File: config.mk
export PLATFORM = sky130hd
export DESIGN_NAME = rspg_top
export DESIGN_NICKNAME = d
export VERILOG_FILES = /design/src/include/rspg_pkg.sv /design/src/rspg_top.sv /design/src/rspg_pin_filter.sv
export SDC_FILE = /design/constraint.sdc
export NUM_CORES = 1
export LEC_CHECK = 0
export BUFFER_PORTS_ARGS = -buffer_cell sky130_fd_sc_hd__buf_2
export CORE_AREA = 8 8 122 124
export CTS_CLUSTER_SIZE = 28
export DETAILED_ROUTE_END_ITERATION = 10
export DIE_AREA = 0 0 130 132
export SYNTH_ARGS = -nofsm -noshare
export SYNTH_HDL_FRONTEND = slang
export SYNTH_SLANG_ARGS = --single-unit
File: constraint.sdc
create_clock -name mclk -period 6.45 [get_ports mclk]
set_clock_uncertainty 0.15 [all_clocks]
set_input_delay 0.3225 -clock mclk [delete_from_list [all_inputs] [get_ports mclk]]
set_output_delay 0.3225 -clock mclk [all_outputs]
set_load 0.03 [all_outputs]
File: src/include/rspg_pkg.sv
// Constants, types and register map of the reset and sleep power gating block.
// Assumes a single 250 MHz clock and an Avalon-MM slave with byte addresses.
//
// Function
// - Enabled converter stays powered in every sleep mode
// - Converter re-enable makes next conversion extended
// - Deep sleep modes switch comparator off automatically
// - Comparator on bandgap keeps reference on in sleep
// - Fuse-enabled brown-out detector stays on in sleep
// - Reference on only while detector, comparator, converter need
// - Enabled watchdog keeps running in all sleep modes
// - Input buffers off when I/O and converter clocks stop
// - Debug fuse with JTAG on keeps main clock in power-down/save
// - JTAG off by control bit or unprogrammed fuse
// - TDO undriven unless TAP is shifting
// - Reset loads registers, fetch restarts at vector
// - Ports reset asynchronously on power-on and brown-out; other sources need the clock
// - Delay counter stretches reset, length from fuses
// - Reset while supply below power-on threshold
// - Reset pin low past minimum width, spikes filtered
// - Reset on enabled watchdog time-out
// - Reset on enabled brown-out below threshold
// - Reset held while JTAG reset register holds one
// - Watchdog pulse one cycle, count from its fall
// - Power-on drop reasserts reset without delay
package rspg_pkg;
    // ============
    // Bus
    localparam int ADDR_W = 4;
    localparam int DATA_W = 32;
    localparam logic [3:0] OFS_CTRL = 4'h0;
    localparam logic [3:0] OFS_SLEEP = 4'h4;
    localparam logic [3:0] OFS_STATUS = 4'h8;
    localparam logic [3:0] OFS_WDT = 4'hc;
    localparam logic [31:0] CTRL_RST = 32'h0000_0000;
    localparam logic [31:0] RDATA_RST = 32'h0000_0000;
    // ============
    // Control register fields
    localparam int CB_ADC_EN = 0;
    localparam int CB_AC_EN = 1;
    localparam int CB_AC_BG = 2;
    localparam int CB_WDT_EN = 3;
    localparam int CB_JTAG_OFF = 4;
    localparam int CB_MODE_LO = 5;
    localparam int CB_SLP_EN = 8;
    localparam int CTRL_W = 9;
    // ============
    // Status register fields
    localparam int SB_FLAG_LO = 0;
    localparam int SB_REF_ON = 8;
    localparam int SB_EXT_CONV = 9;
    localparam int SB_JTAG_EN = 10;
    localparam int SB_SLEEPING = 11;
    localparam int FL_POR = 0;
    localparam int FL_EXT = 1;
    localparam int FL_BOD = 2;
    localparam int FL_WDT = 3;
    localparam int FL_JTAG = 4;
    localparam int FLAG_W = 5;
    // ============
    // Sleep mode codes
    localparam logic [2:0] MODE_IDLE = 3'h0;
    localparam logic [2:0] MODE_ADCNR = 3'h1;
    localparam logic [2:0] MODE_PDOWN = 3'h2;
    localparam logic [2:0] MODE_PSAVE = 3'h3;
    localparam logic [2:0] MODE_STBY = 3'h6;
    localparam logic [2:0] MODE_XSTBY = 3'h7;
    // ============
    // Timing
    localparam int CLK_NS = 4;
    localparam int RST_PULSE_NS = 1500;
    localparam int RST_PULSE_CYC = (RST_PULSE_NS + CLK_NS - 1) / CLK_NS;
    localparam int CNT_W = 13;
    localparam logic [CNT_W-1:0] TOUT_CYC_0 = 13'h0010;
    localparam logic [CNT_W-1:0] TOUT_CYC_1 = 13'h0100;
    localparam logic [CNT_W-1:0] TOUT_CYC_2 = 13'h0400;
    localparam logic [CNT_W-1:0] TOUT_CYC_3 = 13'h1000;
    localparam int WDT_W = 24;
    localparam int WDT_TOUT_DEF = 16384;
    // ============
    // Reset sequencer states
    typedef enum logic [1:0] {RST_HOLD, RST_COUNT, RST_RUN} rspg_rst_e;
endpackage : rspg_pkg

File: src/rspg_top.sv
// Reset sequencer and sleep power gating with an Avalon-MM register slave.
// Assumes fuses are static straps, TAP signals run on mclk, analog detector
// outputs and the reset pin are asynchronous.
`timescale 1ns/10ps
module rspg_top #(
    parameter int unsigned WDT_TOUT_CYC = rspg_pkg::WDT_TOUT_DEF
) (
    // Clock and reset
    input wire logic mclk,
    input wire logic reset,
    // Avalon-MM slave
    input wire logic [rspg_pkg::ADDR_W-1:0] avs_address,
    input wire logic avs_read,
    input wire logic avs_write,
    input wire logic [rspg_pkg::DATA_W-1:0] avs_writedata,
    output logic [rspg_pkg::DATA_W-1:0] avs_readdata,
    output logic avs_waitrequest,
    // Reset sources
    input wire logic poweron_low,
    input wire logic brownout_low,
    input wire logic ext_reset_n,
    input wire logic jtag_reset_reg,
    // Fuses
    input wire logic brownout_detect_fuse,
    input wire logic brownout_level_fuse,
    input wire logic onchip_debug_fuse,
    input wire logic jtag_port_fuse,
    input wire logic [3:0] clock_select_fuses,
    input wire logic [1:0] startup_time_fuses,
    // Wake-up and converter
    input wire logic wake_a,
    input wire logic adc_conv_done,
    // TAP
    input wire logic tap_shifting,
    input wire logic tap_tdo,
    output logic tdo_o,
    output logic tdo_oe,
    // Resets out
    output logic sys_reset,
    output logic io_port_reset,
    // Power gating
    output logic adc_power,
    output logic adc_ext_conv,
    output logic ac_power,
    output logic bandgap_en,
    output logic brownout_power,
    output logic brownout_level,
    output logic wdt_run,
    output logic in_buf_en,
    output logic main_clk_en,
    output logic jtag_en
);
    // ============
    // Declarations
    logic [1:0] por_sync_ff;
    logic [1:0] bod_sync_ff;
    logic [1:0] wake_sync_ff;
    rspg_pkg::rspg_rst_e state_ff;
    rspg_pkg::rspg_rst_e nxt_state;
    logic [rspg_pkg::CNT_W-1:0] dly_cnt_ff;
    logic [rspg_pkg::CNT_W-1:0] nxt_dly_cnt;
    logic [rspg_pkg::CNT_W-1:0] tout_sel_ff;
    logic sys_reset_ff;
    logic io_port_reset_ff;
    logic [rspg_pkg::WDT_W-1:0] wdt_cnt_ff;
    logic wdt_pulse_ff;
    logic [rspg_pkg::CTRL_W-1:0] ctrl_ff;
    logic [rspg_pkg::FLAG_W-1:0] flag_ff;
    logic sleeping_ff;
    logic adc_en_d_ff;
    logic adc_ext_conv_ff;
    logic [rspg_pkg::DATA_W-1:0] rdata_ff;
    logic wait_ff;
    logic tdo_o_ff;
    logic tdo_oe_ff;
    logic adc_power_ff;
    logic ac_power_ff;
    logic bandgap_en_ff;
    logic wdt_run_ff;
    logic in_buf_en_ff;
    logic main_clk_en_ff;
    logic jtag_en_ff;
    logic ext_hit;
    logic jtag_hit;
    logic wdt_kick;
    logic bod_power_ff;
    logic bod_level_ff;

    // ============
    // Asynchronous reset sources
    wire bod_act_a = brownout_detect_fuse & brownout_low;
    wire por_set_a = reset | poweron_low;
    wire hard_set_a = por_set_a | bod_act_a;

    // Power-on and brown-out assert at once, release through two flops
    always_ff @(posedge mclk or posedge por_set_a) begin
        if (por_set_a) begin
            por_sync_ff <= 2'b11;
        end else begin
            por_sync_ff <= {por_sync_ff[0], 1'b0};
        end
    end

    always_ff @(posedge mclk or posedge bod_act_a) begin
        if (bod_act_a) begin
            bod_sync_ff <= 2'b11;
        end else begin
            bod_sync_ff <= {bod_sync_ff[0], 1'b0};
        end
    end

    always_ff @(posedge mclk or posedge reset) begin
        if (reset) begin
            wake_sync_ff <= 2'b00;
        end else begin
            wake_sync_ff <= {wake_sync_ff[0], wake_a};
        end
    end

    // ============
    // Pin and scan-chain sources
    rspg_pin_filter #(
        .MIN_CYC(rspg_pkg::RST_PULSE_CYC),
        .ACT_LOW(1'b1)
    ) u_ext_filter (
        .mclk(mclk),
        .reset(reset),
        .pin_a(ext_reset_n),
        .hit(ext_hit)
    );

    rspg_pin_filter #(
        .MIN_CYC(1),
        .ACT_LOW(1'b0)
    ) u_jtag_filter (
        .mclk(mclk),
        .reset(reset),
        .pin_a(jtag_reset_reg),
        .hit(jtag_hit)
    );

    // ============
    // Reset sequencer
    wire por_s = por_sync_ff[1];
    wire bod_s = bod_sync_ff[1];
    wire src_active = por_s | bod_s | ext_hit | jtag_hit | wdt_pulse_ff;
    wire dly_done = (dly_cnt_ff == tout_sel_ff);

    // Length of the stretch chosen by the clock-select fuses
    wire [rspg_pkg::CNT_W-1:0] tout_pick =
        (clock_select_fuses[1:0] == 2'd0) ? rspg_pkg::TOUT_CYC_0 :
        (clock_select_fuses[1:0] == 2'd1) ? rspg_pkg::TOUT_CYC_1 :
        (clock_select_fuses[1:0] == 2'd2) ? rspg_pkg::TOUT_CYC_2 : rspg_pkg::TOUT_CYC_3;

    always_comb begin
        nxt_state = state_ff;
        nxt_dly_cnt = dly_cnt_ff;
        unique case (state_ff)
            rspg_pkg::RST_HOLD: begin
                nxt_dly_cnt = '0;
                if (!src_active) begin
                    nxt_state = rspg_pkg::RST_COUNT;
                end
            end
            rspg_pkg::RST_COUNT: begin
                nxt_dly_cnt = dly_cnt_ff + 1'b1;
                if (src_active) begin
                    nxt_state = rspg_pkg::RST_HOLD;
                end else if (dly_done) begin
                    nxt_state = rspg_pkg::RST_RUN;
                end
            end
            rspg_pkg::RST_RUN: begin
                if (src_active) begin
                    nxt_state = rspg_pkg::RST_HOLD;
                end
            end
        endcase
    end

    always_ff @(posedge mclk or posedge hard_set_a) begin
        if (hard_set_a) begin
            state_ff <= rspg_pkg::RST_HOLD;
            dly_cnt_ff <= '0;
            sys_reset_ff <= 1'b1;
            io_port_reset_ff <= 1'b1;
        end else begin
            state_ff <= nxt_state;
            dly_cnt_ff <= nxt_dly_cnt;
            sys_reset_ff <= (nxt_state != rspg_pkg::RST_RUN);
            io_port_reset_ff <= (nxt_state == rspg_pkg::RST_HOLD);
        end
    end

    // Fuses are caught by the clock while reset is held
    always_ff @(posedge mclk or posedge reset) begin
        if (reset) begin
            tout_sel_ff <= rspg_pkg::TOUT_CYC_0;
        end else if (state_ff == rspg_pkg::RST_HOLD) begin
            tout_sel_ff <= tout_pick - 1'b1;
        end
    end

    // ============
    // Watchdog
    localparam logic [rspg_pkg::WDT_W-1:0] WDT_LAST = rspg_pkg::WDT_W'(WDT_TOUT_CYC - 1);
    wire wdt_enable = ctrl_ff[rspg_pkg::CB_WDT_EN];
    wire wdt_expire = wdt_enable & (wdt_cnt_ff == WDT_LAST) & !sys_reset_ff;

    always_ff @(posedge mclk or posedge reset) begin
        if (reset) begin
            wdt_cnt_ff <= '0;
            wdt_pulse_ff <= 1'b0;
        end else begin
            wdt_pulse_ff <= wdt_expire;
            if (!wdt_enable || wdt_kick || wdt_expire || sys_reset_ff) begin
                wdt_cnt_ff <= '0;
            end else begin
                wdt_cnt_ff <= wdt_cnt_ff + 1'b1;
            end
        end
    end

    // ============
    // Register decode
    wire bus_req = avs_read | avs_write;
    wire bus_take = bus_req & ~wait_ff;
    wire bus_wr = bus_take & avs_write;
    wire sel_ctrl = (avs_address == rspg_pkg::OFS_CTRL);
    wire sel_sleep = (avs_address == rspg_pkg::OFS_SLEEP);
    wire sel_status = (avs_address == rspg_pkg::OFS_STATUS);
    wire sel_wdt = (avs_address == rspg_pkg::OFS_WDT);
    wire wr_ctrl = bus_wr & sel_ctrl;
    wire wr_flags = bus_wr & sel_status;
    assign wdt_kick = bus_wr & sel_wdt;
    wire sleep_go = bus_wr & sel_sleep & avs_writedata[0] & ctrl_ff[rspg_pkg::CB_SLP_EN];

    wire [2:0] mode = ctrl_ff[rspg_pkg::CB_MODE_LO +: 3];
    wire adc_enable = ctrl_ff[rspg_pkg::CB_ADC_EN];
    wire ac_enable = ctrl_ff[rspg_pkg::CB_AC_EN];
    wire ac_bandgap = ctrl_ff[rspg_pkg::CB_AC_BG];
    wire jtag_on = jtag_port_fuse & ~ctrl_ff[rspg_pkg::CB_JTAG_OFF];
    wire [rspg_pkg::FLAG_W-1:0] flag_set = {jtag_hit, wdt_pulse_ff, bod_s, ext_hit, por_s};

    wire [rspg_pkg::DATA_W-1:0] status_word = {
        20'h0_0000, sleeping_ff, jtag_en_ff, adc_ext_conv_ff, bandgap_en_ff, 3'h0, flag_ff};

    wire [rspg_pkg::DATA_W-1:0] rd_mux =
        sel_ctrl ? {23'h00_0000, ctrl_ff} :
        sel_sleep ? {31'h0000_0000, sleeping_ff} :
        sel_status ? status_word : rspg_pkg::RDATA_RST;

    // One wait cycle, then one cycle with waitrequest low and data standing
    always_ff @(posedge mclk or posedge reset) begin
        if (reset) begin
            wait_ff <= 1'b1;
            rdata_ff <= rspg_pkg::RDATA_RST;
        end else begin
            wait_ff <= ~(bus_req & wait_ff);
            if (bus_req & wait_ff) begin
                rdata_ff <= avs_read ? rd_mux : rspg_pkg::RDATA_RST;
            end
        end
    end

    // ============
    // Control, flags and sleep state
    always_ff @(posedge mclk or posedge reset) begin
        if (reset) begin
            ctrl_ff <= rspg_pkg::CTRL_RST[rspg_pkg::CTRL_W-1:0];
        end else if (sys_reset_ff) begin
            ctrl_ff <= rspg_pkg::CTRL_RST[rspg_pkg::CTRL_W-1:0];
        end else if (wr_ctrl) begin
            ctrl_ff <= avs_writedata[rspg_pkg::CTRL_W-1:0];
        end
    end

    // Writing zero clears a flag; a cause in the same cycle keeps it set
    always_ff @(posedge mclk or posedge reset) begin
        if (reset) begin
            flag_ff <= '0;
        end else if (wr_flags) begin
            flag_ff <= (flag_ff & avs_writedata[rspg_pkg::FLAG_W-1:0]) | flag_set;
        end else begin
            flag_ff <= flag_ff | flag_set;
        end
    end

    always_ff @(posedge mclk or posedge reset) begin
        if (reset) begin
            sleeping_ff <= 1'b0;
        end else if (sys_reset_ff || wake_sync_ff[1]) begin
            sleeping_ff <= 1'b0;
        end else if (sleep_go) begin
            sleeping_ff <= 1'b1;
        end
    end

    // ============
    // Power gating
    wire deep_sleep = sleeping_ff & (mode != rspg_pkg::MODE_IDLE) & (mode != rspg_pkg::MODE_ADCNR);
    wire osc_stop = sleeping_ff & ((mode == rspg_pkg::MODE_PDOWN) | (mode == rspg_pkg::MODE_PSAVE));
    wire adc_rise = adc_enable & ~adc_en_d_ff;

    always_ff @(posedge mclk or posedge reset) begin
        if (reset) begin
            adc_en_d_ff <= 1'b0;
            adc_ext_conv_ff <= 1'b0;
            adc_power_ff <= 1'b0;
            ac_power_ff <= 1'b0;
            bandgap_en_ff <= 1'b0;
            wdt_run_ff <= 1'b0;
            in_buf_en_ff <= 1'b1;
            main_clk_en_ff <= 1'b1;
            jtag_en_ff <= 1'b0;
            tdo_o_ff <= 1'b0;
            tdo_oe_ff <= 1'b0;
        end else begin
            adc_en_d_ff <= adc_enable;
            if (adc_rise) begin
                adc_ext_conv_ff <= 1'b1;
            end else if (adc_conv_done) begin
                adc_ext_conv_ff <= 1'b0;
            end
            adc_power_ff <= adc_enable;
            ac_power_ff <= ac_enable & ~deep_sleep;
            bandgap_en_ff <= brownout_detect_fuse | (ac_enable & ac_bandgap) | adc_enable;
            wdt_run_ff <= wdt_enable;
            in_buf_en_ff <= ~deep_sleep;
            main_clk_en_ff <= ~osc_stop | (onchip_debug_fuse & jtag_on);
            jtag_en_ff <= jtag_on;
            tdo_o_ff <= tap_tdo;
            tdo_oe_ff <= jtag_on & tap_shifting;
        end
    end

    // ============
    // Outputs
    assign avs_readdata = rdata_ff;
    assign avs_waitrequest = wait_ff;
    assign sys_reset = sys_reset_ff;
    assign io_port_reset = io_port_reset_ff;
    assign adc_power = adc_power_ff;
    assign adc_ext_conv = adc_ext_conv_ff;
    assign ac_power = ac_power_ff;
    assign bandgap_en = bandgap_en_ff;
    assign brownout_power = bod_power_ff;
    assign brownout_level = bod_level_ff;
    assign wdt_run = wdt_run_ff;
    assign in_buf_en = in_buf_en_ff;
    assign main_clk_en = main_clk_en_ff;
    assign jtag_en = jtag_en_ff;
    assign tdo_o = tdo_o_ff;
    assign tdo_oe = tdo_oe_ff;

    // ============
    // Brown-out detector power and level follow the fuses in every mode
    always_ff @(posedge mclk or posedge reset) begin
        if (reset) begin
            bod_power_ff <= 1'b0;
            bod_level_ff <= 1'b0;
        end else begin
            bod_power_ff <= brownout_detect_fuse;
            bod_level_ff <= brownout_level_fuse;
        end
    end
endmodule : rspg_top

File: src/rspg_pin_filter.sv
// Two-stage synchroniser followed by a minimum-width filter.
// Assumes the pin is asynchronous to mclk and static fuses are not used here.
`timescale 1ns/10ps
module rspg_pin_filter #(
    parameter int unsigned MIN_CYC = 1,
    parameter bit ACT_LOW = 1'b0
) (
    // Clock and reset
    input wire logic mclk,
    input wire logic reset,
    // Pin and filtered level
    input wire logic pin_a,
    output logic hit
);
    localparam int CW = $clog2(MIN_CYC + 1);
    localparam logic [CW-1:0] CNT_MAX = CW'(MIN_CYC);

    logic [1:0] sync_ff;
    logic [CW-1:0] cnt_ff;
    logic [CW-1:0] nxt_cnt;
    logic hit_ff;
    wire act = sync_ff[1] ^ ACT_LOW;

    // Count how long the level has been active; shorter spikes never reach the limit
    assign nxt_cnt = !act ? '0 : (cnt_ff == CNT_MAX) ? cnt_ff : cnt_ff + 1'b1;
    assign hit = hit_ff;

    always_ff @(posedge mclk or posedge reset) begin
        if (reset) begin
            sync_ff <= {2{ACT_LOW}};
            cnt_ff <= '0;
            hit_ff <= 1'b0;
        end else begin
            sync_ff <= {sync_ff[0], pin_a};
            cnt_ff <= nxt_cnt;
            hit_ff <= (nxt_cnt == CNT_MAX);
        end
    end
endmodule : rspg_pin_filter

; Yosys cells after proc, flatten, opt, wreduce, memory -nomap -nowiden
; Cells that the tools add are included.
[totals]
out_inout_bits = 47
inputBits = 58
wordCells = 133
ff_bits = 136
[classes]
n_eq_ne = 15
bitwise_logic = 41
addsub = 5
muxes = 25
n_reduce_logical = 15
[op_table]
columns = cell, n
row1 = $mux W12, 4
row2 = $mux W13, 3
row3 = $mux W9, 4
row4 = $pmux W13 S2, 1
row5 = $add A24 B1 Y24 const B, 1
row6 = $eq A24 B14 Y1 const B, 1
row7 = $mux W24, 1
row8 = $and A1 B1 Y1, 21
row9 = $eq A9 B9 Y1 const B, 2
row10 = $add A13 B1 Y13 const B, 1
row11 = $eq A13 B13 Y1, 1
row12 = $sub A13 B1 Y13 const B, 1
row13 = $or A1 B1 Y1, 11
row14 = $or A5 B5 Y5, 2
row15 = $add A9 B1 Y9 const B, 1
row16 = $eq A4 B4 Y1 const B, 2
row17 = $mux W2, 4
row18 = $reduce_bool A2 Y1, 4
row19 = $eq A3 B2 Y1 const B, 2
row20 = $logic_not A2 Y1, 3
row21 = $mux W1, 6
row22 = $not A1 Y1, 6
row23 = $pmux W2 S3, 1
row24 = $and A5 B5 Y5, 1
row25 = 11 further kinds, 17

; Depth between registers and ports, before layout
; Gate-level depths: netlist of the first run.
[logic_depth]
word_depth = 8
ltp_mapped = 7
depth_no_buf = 6

; By module
; A second synthesis of the first run with hierarchy kept.
[unflattened]
hier_cells = 479
area_unflattened_um2 = 5128.7
[by_module_without_submodules]
columns = module, area_each_um2, cells_per_inst, seq_area_each_um2, instances
row1 = rspg_top, 4429.2, 417, 2339.7, 1
row2 = rspg_pin_filter (u_ext_filter), 620.6, 58, 302.8, 1
row3 = rspg_pin_filter (u_jtag_filter), 78.8, 4, 75.1, 1

; Worst setup path after synthesis of the first run
; OpenSTA, ideal clock, no wires.
[synth_path]
path_kind = register -> register
from = register wdt_cnt_ff[0] (netlist bit)
to = register wdt_cnt_ff[10] (netlist bit)
setup_time_ns = 0.121
slack_ns = 4.338
period_less_slack_ns = 2.112
arrival_ns = 1.840
path_buffers = 2
stages_incl_launch_ff = 8
t_required_ns = 6.179
path_cell_list = dfrtp_1 > ha_1 > nand2_1 > or4_1 > clkbuf_1 > o21ai_2 > buf_2 > nor2_1
[synth_via]
elab_chain_cells = 6
word_cells_on_any_way = 7
classes_between = add/sub (1) / eq/ne (1) / mux (1) / bitwise (2) / reduce/logical (2)
[synth_lines]
columns = element, line
row1 = start: declaration, rspg_top.sv:65  ; logic [rspg_pkg::WDT_W-1:0] wdt_cnt_ff;
row2 = start signal: assignment, rspg_top.sv:219  ; wdt_cnt_ff <= wdt_cnt_ff + 1'b1;
row3 = branches (longest 5 deep; another with $add A24 B1 Y24), --
row4 = $mux W24 (*), rspg_top.sv:216  ; if (!wdt_enable || wdt_kick || wdt_expire || sys_reset_ff) begin
; Every way passes the cells marked *.
; A chain may end at the register's enable or synchronous reset.

; Worst setup path after layout of the first run
[layout_path]
from = register wdt_cnt_ff[0] (netlist bit)
to = register wdt_cnt_ff[14] (netlist bit)
; The elaborated chain is that of the path after synthesis.

==> flow_metrics.tcl, run 1 <==
set metrics [dict create \
    grt_pass1_vias 3664 \
    hold_viol_final 0 \
    dieArea_um2 17160 \
    io_pins 105 \
    antenna_found_initial 0 \
    hold_path.class "primary input to register" \
    maxCapViolations 0 \
    place_congestion 0.8409 \
    io_buffers 57 \
    yosys_warnings 0 \
    fin_tns_setup_ns 0 \
    power_frac_seq_pct 48.4 \
    cts_tree "yes" \
    clkPwrFrac_pct 37.1 \
    fillerInstances 1246 \
    finalPower_uw 1521 \
    first_pass_iters 4 \
    required_ns 6.48 \
    synth.distinct_cells 56 \
    num_vias 3737 \
    rows 42 \
    worst_slew_pin_slew_ns 0.9532 \
    detail_route.iter0.violations 230 \
    ys.flop_type "dfrtp_1" \
    pwr-share-comb_pct 14.5 \
    maxSlewViolCount 0 \
    core_area_um2 12980 \
    slew_headroom_pct 36.45 \
    grt_start_max_net_pins 62 \
    setup_viol 0 \
    p_sw_share_pct 28.33 \
    synthCells 486 \
    rsz0062_at_grt "false" \
    start_util_pct 38.78 \
    ir_drop_mv 0.1187 \
    start_kind "register" \
    ant_nets 0 \
    cts-root-buf "clkbuf_16" \
    yosys.area.top_type "dfrtp_1" \
    numCtsBuffers 9 \
    cts_resized 0 \
    clkLatencyLatePin_ns 0.34 \
    max_clock_freq_mhz 365.0 \
    cp_data_arrival_time_ns 2.77 \
    path_max_fanout 23 \
    path_clk_slew_ns 0.07 \
    synth.top_cell.area_share_pct 47.73 \
    ys_ff_latch 108 \
    synthTopCellsByCount "dfrtp_1, nor2_1, o21ai_0" \
    grt_first_pass_wirelength_mm 17.60 \
    fin_crit_sh_pct 42.47 \
    leakage_uw 0.002534 \
    p_per_area_nw_per_um2 261.5 \
    synth_area_leaders "dfrtp_1, dfstp_2, mux2i_1" \
    die_h_um 132 \
    htreeDepth 3 \
    area_growth_pct 15.56 \
    synth.most_common_cell "dfrtp_1" \
    p_sw_uw 430.9 \
    synth_edf_count 0 \
    period_minus_slack_ns 2.739 \
    diodes 0 \
    wl_mm 10.42 \
    cts_buffer_depth 2 \
    vias_per_cell 5.119 \
    track_usage_pct 12.38 \
    critPathKind "register to register" \
    synthArstFlopShare_pct 100.0 \
    synth.avg_cell_area_um2 10.36 \
    p_int_uw 1090 \
    synth_seq_area_share_pct 53.99 \
    drc_errors 0 \
    grt_remaining_overflow 0 \
    drive_above_1_share_pct 17.69 \
    avgRoutedWirePerCell_um 14.27 \
    fp.dieW_um 130 \
    place_hpwl_mm 7.462 \
    nNetsFinal 613 \
    clock_sinks 108 \
    synth.cell_area_um2 5034 \
    cts_hold_buffers 9 \
    status "finished clean" \
    end_kind "register" \
    post_cts_buffers 0 \
    holdWs_ns 0.02197 \
]
-- logic make-up (layout without fill, tap and decap cells) --
kind of cell / Yosys count / count (layout) / synth area share (%)
simple gates: 187 / 187 / 20.06
flops: 108 / 108 / 53.99
compound gates: 92 / 92 / 11.46
buf+inv: 52 / 99 / 5.443
xor+xnor: 20 / 20 / 3.480
mux: 20 / 20 / 4.002
fa+ha+maj: 6 / 6 / 1.491
other cells: 1 / 22 / 0.07450
-- final cells by class --
cell class / instances / area [um^2] / share of cell area (%)
repair buffers: 68 / 390.4 / 6.711
multi-input cells: 347 / 2121 / 36.46
inverters: 15 / 57.56 / 0.9895
clock inverters: 7 / 85.08 / 1.463
flip-flops and latches: 108 / 2718 / 46.72
well taps: 176 / 220.2 / 3.786
clock buffers: 9 / 225.2 / 3.872
-- layer usage --
| metal | wire (um) | track usage (%) | vias to the layer above |
|---|---|---|---|
| li1 | - | - | 1828 |
| met1 | 4988 | 16.42 | 1825 |
| met2 | 4791 | 19.74 | 75 |
| met3 | 499 | 2.023 | 9 |
| met4 | 138 | 4.648 | 0 |
| met5 | 0 | 0 | - |
-- layout by cell type, fill, tap and decap left out, types with 3 or more instances in the layout --
cell	Yosys	routed
nor3_1	12	12
dfstp_2	12	12
clkbuf_16	0	9
conb_1	1	22
a22o_1	3	3
or3_1	12	12
and2_1	6	6
ha_1	6	6
a21oi_1	14	14
buf_2	3	57
or2_2	3	3
a22oi_1	3	3
nand2b_1	7	7
mux2i_1	19	19
xor2_1	7	7
a32o_1	4	4
nor2b_1	4	4
inv_1	15	14
o22ai_1	4	4
nand2_1	31	31
a211o_1	4	4
and4_1	6	6
o21ai_0	38	38
nor4_1	10	10
nor2_1	40	40
xnor2_1	13	13
dfrtp_1	96	96
a31oi_1	7	7
nand3_1	23	23
and3_1	11	11
nand4_1	9	9
dlygate4sd3_1	0	9
-- final timing paths --
kind / from / to / slack, ns / cells after the start
worst min register to register: u_jtag_filter.sync_ff[0] / u_jtag_filter.sync_ff[1] / 0.20 / 0
worst max register to register: wdt_cnt_ff[0] / wdt_cnt_ff[14] / 3.71 / 5
worst min-delay path: adc_conv_done / adc_ext_conv / 0.02 / 2
min in group asynchronous: poweron_low / por_sync_ff[1] / 0.09 / 2
worst max-delay path: wdt_cnt_ff[0] / wdt_cnt_ff[14] / 3.71 / 5
max in group asynchronous: reset / wdt_cnt_ff[19] / 4.62 / 4
-- power by group through the flow --
stage / logic [uW] / registers [uW] / clock network, uW
final: 220 / 737 / 565
after floorplan: 159 / 756 / 0
after detailed placement: 216 / 750 / 0
after global routing: 246 / 742 / 604
after CTS: 222 / 736 / 582
after global placement: 212 / 748 / 0
-- flip-flops by register name, indices dropped and copies added, names as in the netlist, 2 cells and up --
name	flops
bod_sync_ff	2
u_ext_filter.sync_ff	2
flag_ff	5
wake_sync_ff	2
u_ext_filter.cnt_ff	9
avs_readdata	12
por_sync_ff	2
tout_sel_ff	5
dly_cnt_ff	13
wdt_cnt_ff	24
ctrl_ff	9
u_jtag_filter.sync_ff	2
state_ff	2
-- worst max-delay path: stages, from the launching register on --
cell and delay [ns]:
dfrtp_1 0.41, ha_1 0.24, nand2_1 0.13, or4_1 0.71
o21ai_2 0.81, nor2_1 0.13
-- stage by stage --
stage	worst slack, ns	util, %	cells	instance area (um^2)
after global placement	3.735	41.73	705	5416
after CTS	3.692	44.81	730	5817
final	3.711	44.81	730	5817
after detailed placement	3.687	41.73	705	5416
after global routing	3.467	44.81	730	5817
after floorplan	3.737	-	507	5112
(Power assumes the default switching activity.)
==> run 2, diff against run 1 <==
Clock period 6.45 ns to 2.8 ns, I/O delays scaled along.
==> run 2 against run 1 <==
  * Hold slack improved by 0.077 ns
  * Clock power increased by 120%
  * Cell count up 3.0%
  * Cell area rose by 3.6%
  * Clock-buffer cell count unchanged
  * Worst setup slack got worse by 3.2 ns
  * Maximum frequency rose by 18%
  * Flip-flop and latch count unchanged
  * Sequential power is 130% higher
  * Routed wire length is 3.4% higher
==> flow_metrics.tcl, run 2 (same netlist as run 1, synthesis figures left out) <==
set metrics [dict create \
    p_per_area_nw_per_um2 578.6 \
    maxCapViolations 0 \
    detail_route.iter0.violations 296 \
    io_buffers 57 \
    rows 42 \
    vias_per_cell 5.051 \
    regMostFlops "wdt_cnt_ff" \
    hold_viol_final 0 \
    dpl-instance-area_um2 5444 \
    path_clk_slew_ns 0.08 \
    place_congestion 0.8279 \
    path_cells "ha_1 > nand2_1 > or4_1 > o21ai_2 > buf_4 > nor2_1" \
    slowest_delay_ns 0.71 \
    htreeDepth 3 \
    grt_remaining_overflow 0 \
    grt_start_max_net_pins 88 \
    start_util_pct 38.78 \
    rsz0062_at_grt "false" \
    area_growth_pct 19.69 \
    dieArea_um2 17160 \
    core_area_um2 12980 \
    maxSlewViolCount 0 \
    cp_data_arrival_time_ns 2.39 \
    first_pass_iters 4 \
    die_h_um 132 \
    drive_above_1_share_pct 17.36 \
    numCtsBuffers 9 \
    avgRoutedWirePerCell_um 14.32 \
    worst_slew_pin_slew_ns 0.8044 \
    path_delay_family "simple AND/OR/NAND/NOR gates" \
    grt_first_pass_wirelength_mm 18.20 \
    critPathKind "register to register" \
    end_kind "register" \
    timing.rr.end "wdt_cnt_ff[5]" \
    track_usage_pct 12.85 \
    ant_nets 0 \
    leakage_uw 0.002623 \
    drc_errors 0 \
    clkLatencyLatePin_ns 0.34 \
    fin_tns_setup_ns 0 \
    period_minus_slack_ns 2.315 \
    slew_headroom_pct 45.96 \
    nNetsFinal 635 \
    cts_resized 0 \
    cp_num_buf_inv 1 \
    fillerInstances 1228 \
    cts-root-buf "clkbuf_16" \
    hold_path.class "primary input to register" \
    holdPathStages 4 \
    finalPower_uw 3486 \
    largest_reg_flops 24 \
    num_vias 3798 \
    r2r_slack_ns 0.49 \
    status "finished clean" \
    design_area_um2 6025 \
    cts_tree "yes" \
    clock_sinks 108 \
    diodes 0 \
    grt_pass1_vias 3821 \
    hp-start "avs_address[2]" \
    final_common_cell "dfrtp_1" \
    place_hpwl_mm 7.437 \
    cpMaxStageDelayCell "or4_1" \
    path_max_fanout 23 \
    final_cell_mix "dfrtp_1, buf_2, nor2_1" \
    holdWs_ns 0.09915 \
    antenna_found_initial 0 \
    start_kind "register" \
    io_pins 105 \
    required_ns 2.87 \
    max_clock_freq_mhz 432.0 \
    holdPathEnd "avs_readdata[0]" \
    setup_viol 0 \
    final_util_pct 46.41 \
    fin_crit_sh_pct 82.68 \
    rr_worst_depth 6 \
    cts_buffer_depth 2 \
    timing.rr.start "wdt_cnt_ff[0]" \
    wl_mm 10.77 \
    fp.dieW_um 130 \
    ir_drop_mv 0.2731 \
]
==> run 2: changes by cell type in the layout (fill, tap and decap cells not counted) <==
| cell | before | now |
|---|---|---|
| buf_4 | 2 | 3 |
| buf_12 | 0 | 1 |
| dlygate4sd3_1 | 9 | 29 |
| clkinvlp_4 | 2 | 1 |
| inv_6 | 0 | 3 |
| bufinv_16 | 1 | 0 |
| clkinv_4 | 2 | 1 |
==> run 2: area by class of cell <==
cell class	count	area (um^2)	area share, %
well taps	176	220.2	3.655
inverters	15	57.56	0.9553
flip-flops and latches	108	2718	45.11
multi-input cells	347	2121	35.20
clock inverters	7	65.06	1.080
clock buffers	9	225.2	3.738
repair buffers	90	618.1	10.26
==> run 2: where the power goes <==
part | leakage (uW) | switching [uW] | internal, uW | total, uW
sequential | 0.00141 | 59.2 | 1640 | 1700
combinational | 0.00107 | 347 | 193 | 540
clock | 0.000141 | 622 | 628 | 1250
total | 0.00262 | 1030 | 2460 | 3490
==> run 2: how the worst max path moves through the flow <==
stage	from	endpoint	slack, ns	depth (start not counted)
after floorplan	reset	ac_power	0.27	1
after global placement	wdt_cnt_ff[0]	wdt_cnt_ff[3]	0.53	6
after detailed placement	wdt_cnt_ff[0]	wdt_cnt_ff[5]	0.47	6
after CTS	wdt_cnt_ff[0]	wdt_cnt_ff[5]	0.46	6
after global routing	wdt_cnt_ff[0]	wdt_cnt_ff[5]	0.31	6
final	wdt_cnt_ff[0]	wdt_cnt_ff[5]	0.49	6
==> run 2: worst reg2reg max path, delay by kind of cell, from the launching register on <==
kind / cells / cell delay [ns]
and+or+nand+nor: 3 / 0.93
DFF: 1 / 0.41
buffers and inverters: 1 / 0.28
adders and majority gates: 1 / 0.24
AOI/OAI and AO/OA: 1 / 0.18
==> run 2: stage by stage <==
step,std cells,worst slack (ns)
final,752,0.4851
after global routing,752,0.3130
after CTS,752,0.4563
after detailed placement,707,0.4659
after global placement,707,0.5288
after floorplan,507,0.2697
==> run 2: timing repair <==
| item | 4_1_cts | 5_1_grt |
|---|---|---|
| endpoints found under the hold margin | 115 | 0 |
| setup buffers | 0 | 0 |
| hold buffers | 29 | 0 |
==> run 2: layer usage <==
layer  vias up  track usage (%)  routed length (um)
li1       1873                -                   -
met1      1841            16.47                4980
met2        75            21.04                5204
met3         9            2.387                 471
met4         0            4.584                 110
met5         -                0                   0
==> run 3, diff against run 2 <==
Clock period 2.8 ns to 2.2 ns, I/O delays scaled along.
==> run 3 against run 2 <==
  * Register-to-register slack worse by 0.33 ns
  * Highest routed layer unchanged
  * Critical path depth decreased by 2
  * Global-route usage increased by 0.50 points
  * Worst setup slack got worse by 0.33 ns
  * Largest cell class unchanged
  * Sequential share of layout area is 1.0 points lower
==> flow_metrics.tcl, run 3 (same netlist as run 1, synthesis figures left out) <==
set metrics [dict create \
    largest_reg_flops 24 \
    regArea_um2 2718 \
    r2r_slack_ns 0.16 \
    vias_per_cell 5.063 \
    detail_route.iter0.violations 175 \
    hp-start "avs_address[2]" \
    track_usage_pct 13.34 \
    core_area_um2 12980 \
    grt_start_max_net_pins 74 \
    numCtsBuffers 9 \
    path_max_fanout 5 \
    diodes 0 \
    design_area_um2 6165 \
    antenna_found_initial 0 \
    fp.dieW_um 130 \
    holdWs_ns 0.07487 \
    fillerInstances 1206 \
    fin_crit_sh_pct 92.94 \
    path_delay_family "simple AND/OR/NAND/NOR gates" \
    timing.rr.end "wdt_cnt_ff[23]" \
    grt_pass1_vias 3991 \
    drive_above_1_share_pct 19.66 \
    rsz0062_at_grt "false" \
    start_util_pct 38.78 \
    path_clk_slew_ns 0.08 \
    slew_headroom_pct 63.30 \
    first_pass_iters 4 \
    fin_tns_setup_ns 0 \
    cpMaxStageDelayCell "or4_1" \
    grt_first_pass_wirelength_mm 18.92 \
    max_clock_freq_mhz 489.1 \
    ant_nets 0 \
    slowest_delay_ns 0.59 \
    num_vias 3878 \
    grt_remaining_overflow 0 \
    cts_tree "yes" \
    drc_errors 0 \
    setup_viol 0 \
    cts-root-buf "clkbuf_16" \
    final_util_pct 47.49 \
    final_cell_mix "dfrtp_1, buf_2, nor2_1" \
    place_hpwl_mm 7.700 \
    rr_worst_depth 4 \
    hold_viol_final 0 \
    p_per_area_nw_per_um2 727.4 \
    avgRoutedWirePerCell_um 14.18 \
    timing.rr.start "wdt_cnt_ff[7]" \
    rows 42 \
    wl_mm 10.86 \
    area_growth_pct 22.47 \
    leakage_uw 0.002703 \
    place_congestion 0.8603 \
    dp_cells 722 \
    start_kind "register" \
    clkLatencyLatePin_ns 0.35 \
    cp.depth 4 \
    holdPathStages 4 \
    ir_drop_mv 0.4562 \
    clock_sinks 108 \
    maxSlewViolCount 0 \
    status "finished clean" \
    cp_num_buf_inv 0 \
    startpoint "wdt_cnt_ff[7]" \
    end_kind "register" \
    maxCapViolations 0 \
    cp_data_arrival_time_ns 2.17 \
    required_ns 2.32 \
    hold_path.class "primary input to register" \
    fin_cells 766 \
    crit_end "wdt_cnt_ff[23]" \
    nNetsFinal 649 \
    dpl-instance-area_um2 5572 \
    regMostFlops "wdt_cnt_ff" \
    htreeDepth 3 \
    io_buffers 57 \
    path_cells "nand3_1 > or4_1 > or4_4 > a21oi_2" \
    die_h_um 132 \
    worst_slew_pin_slew_ns 0.5447 \
    multiInputGateArea_um2 2125 \
    dieArea_um2 17160 \
    critPathKind "register to register" \
    final_common_cell "dfrtp_1" \
    io_pins 105 \
    period_minus_slack_ns 2.045 \
    cts_buffer_depth 2 \
]
run 3: worst min-delay path by stage:
| stage | end |
|---|---|
| finish | avs_readdata[0] |
| detailed placement | tdo_o |
| floorplan | bod_sync_ff[0] |
| global route | avs_readdata[11] |
| global placement | tdo_o |
| CTS | avs_readdata[0] |
run 3: layout make-up:
class | instances | area share [%]
Sequential cell | 108 | 44.08
Multi-Input combinational cell | 347 | 34.46
Tap cell | 176 | 3.572
Inverter | 15 | 0.9742
Clock inverter | 7 | 1.360
Timing Repair Buffer | 104 | 11.89
Clock buffer | 9 | 3.653
run 3: what timing repair did:
| action | 4_1_cts | 5_1_grt |
|---|---|---|
| hold buffers | 28 | 0 |
| hold endpoints to repair | 64 | 0 |
| buffers inserted | 0 | 0 |
| setup endpoints to repair | 0 | 2 |
| resized for setup | 0 | 1 |
run 3: power breakdown:
group / internal [uW] / total (uW) / switching [uW]
Sequential: 2080 / 2150 / 66.0
Combinational: 267 / 732 / 464
Clock: 810 / 1600 / 794
run 3: metrics by stage:
stage / power, uW / setup slack (ns)
3_3_place_gp: 2849 / 0.1701
3_5_place_dp: 2876 / 0.1361
5_1_grt: 4725 / 0.06659
2_1_floorplan: 2681 / 0.08823
6_report: 4484 / 0.1553
4_1_cts: 4543 / 0.09812
run 3: worst register-to-register path: stages (launching register included):
cell and delay [ns]:
dfrtp_1 0.42, nand3_1 0.18, or4_1 0.59, or4_4 0.50, a21oi_2 0.14
run 3: per-layer routing:
layer | GRT usage [%] | routed length [um]
met5 | 0 | 0
met4 | 3.873 | 123
met3 | 2.346 | 524
met2 | 22.49 | 5265
met1 | 16.98 | 4947
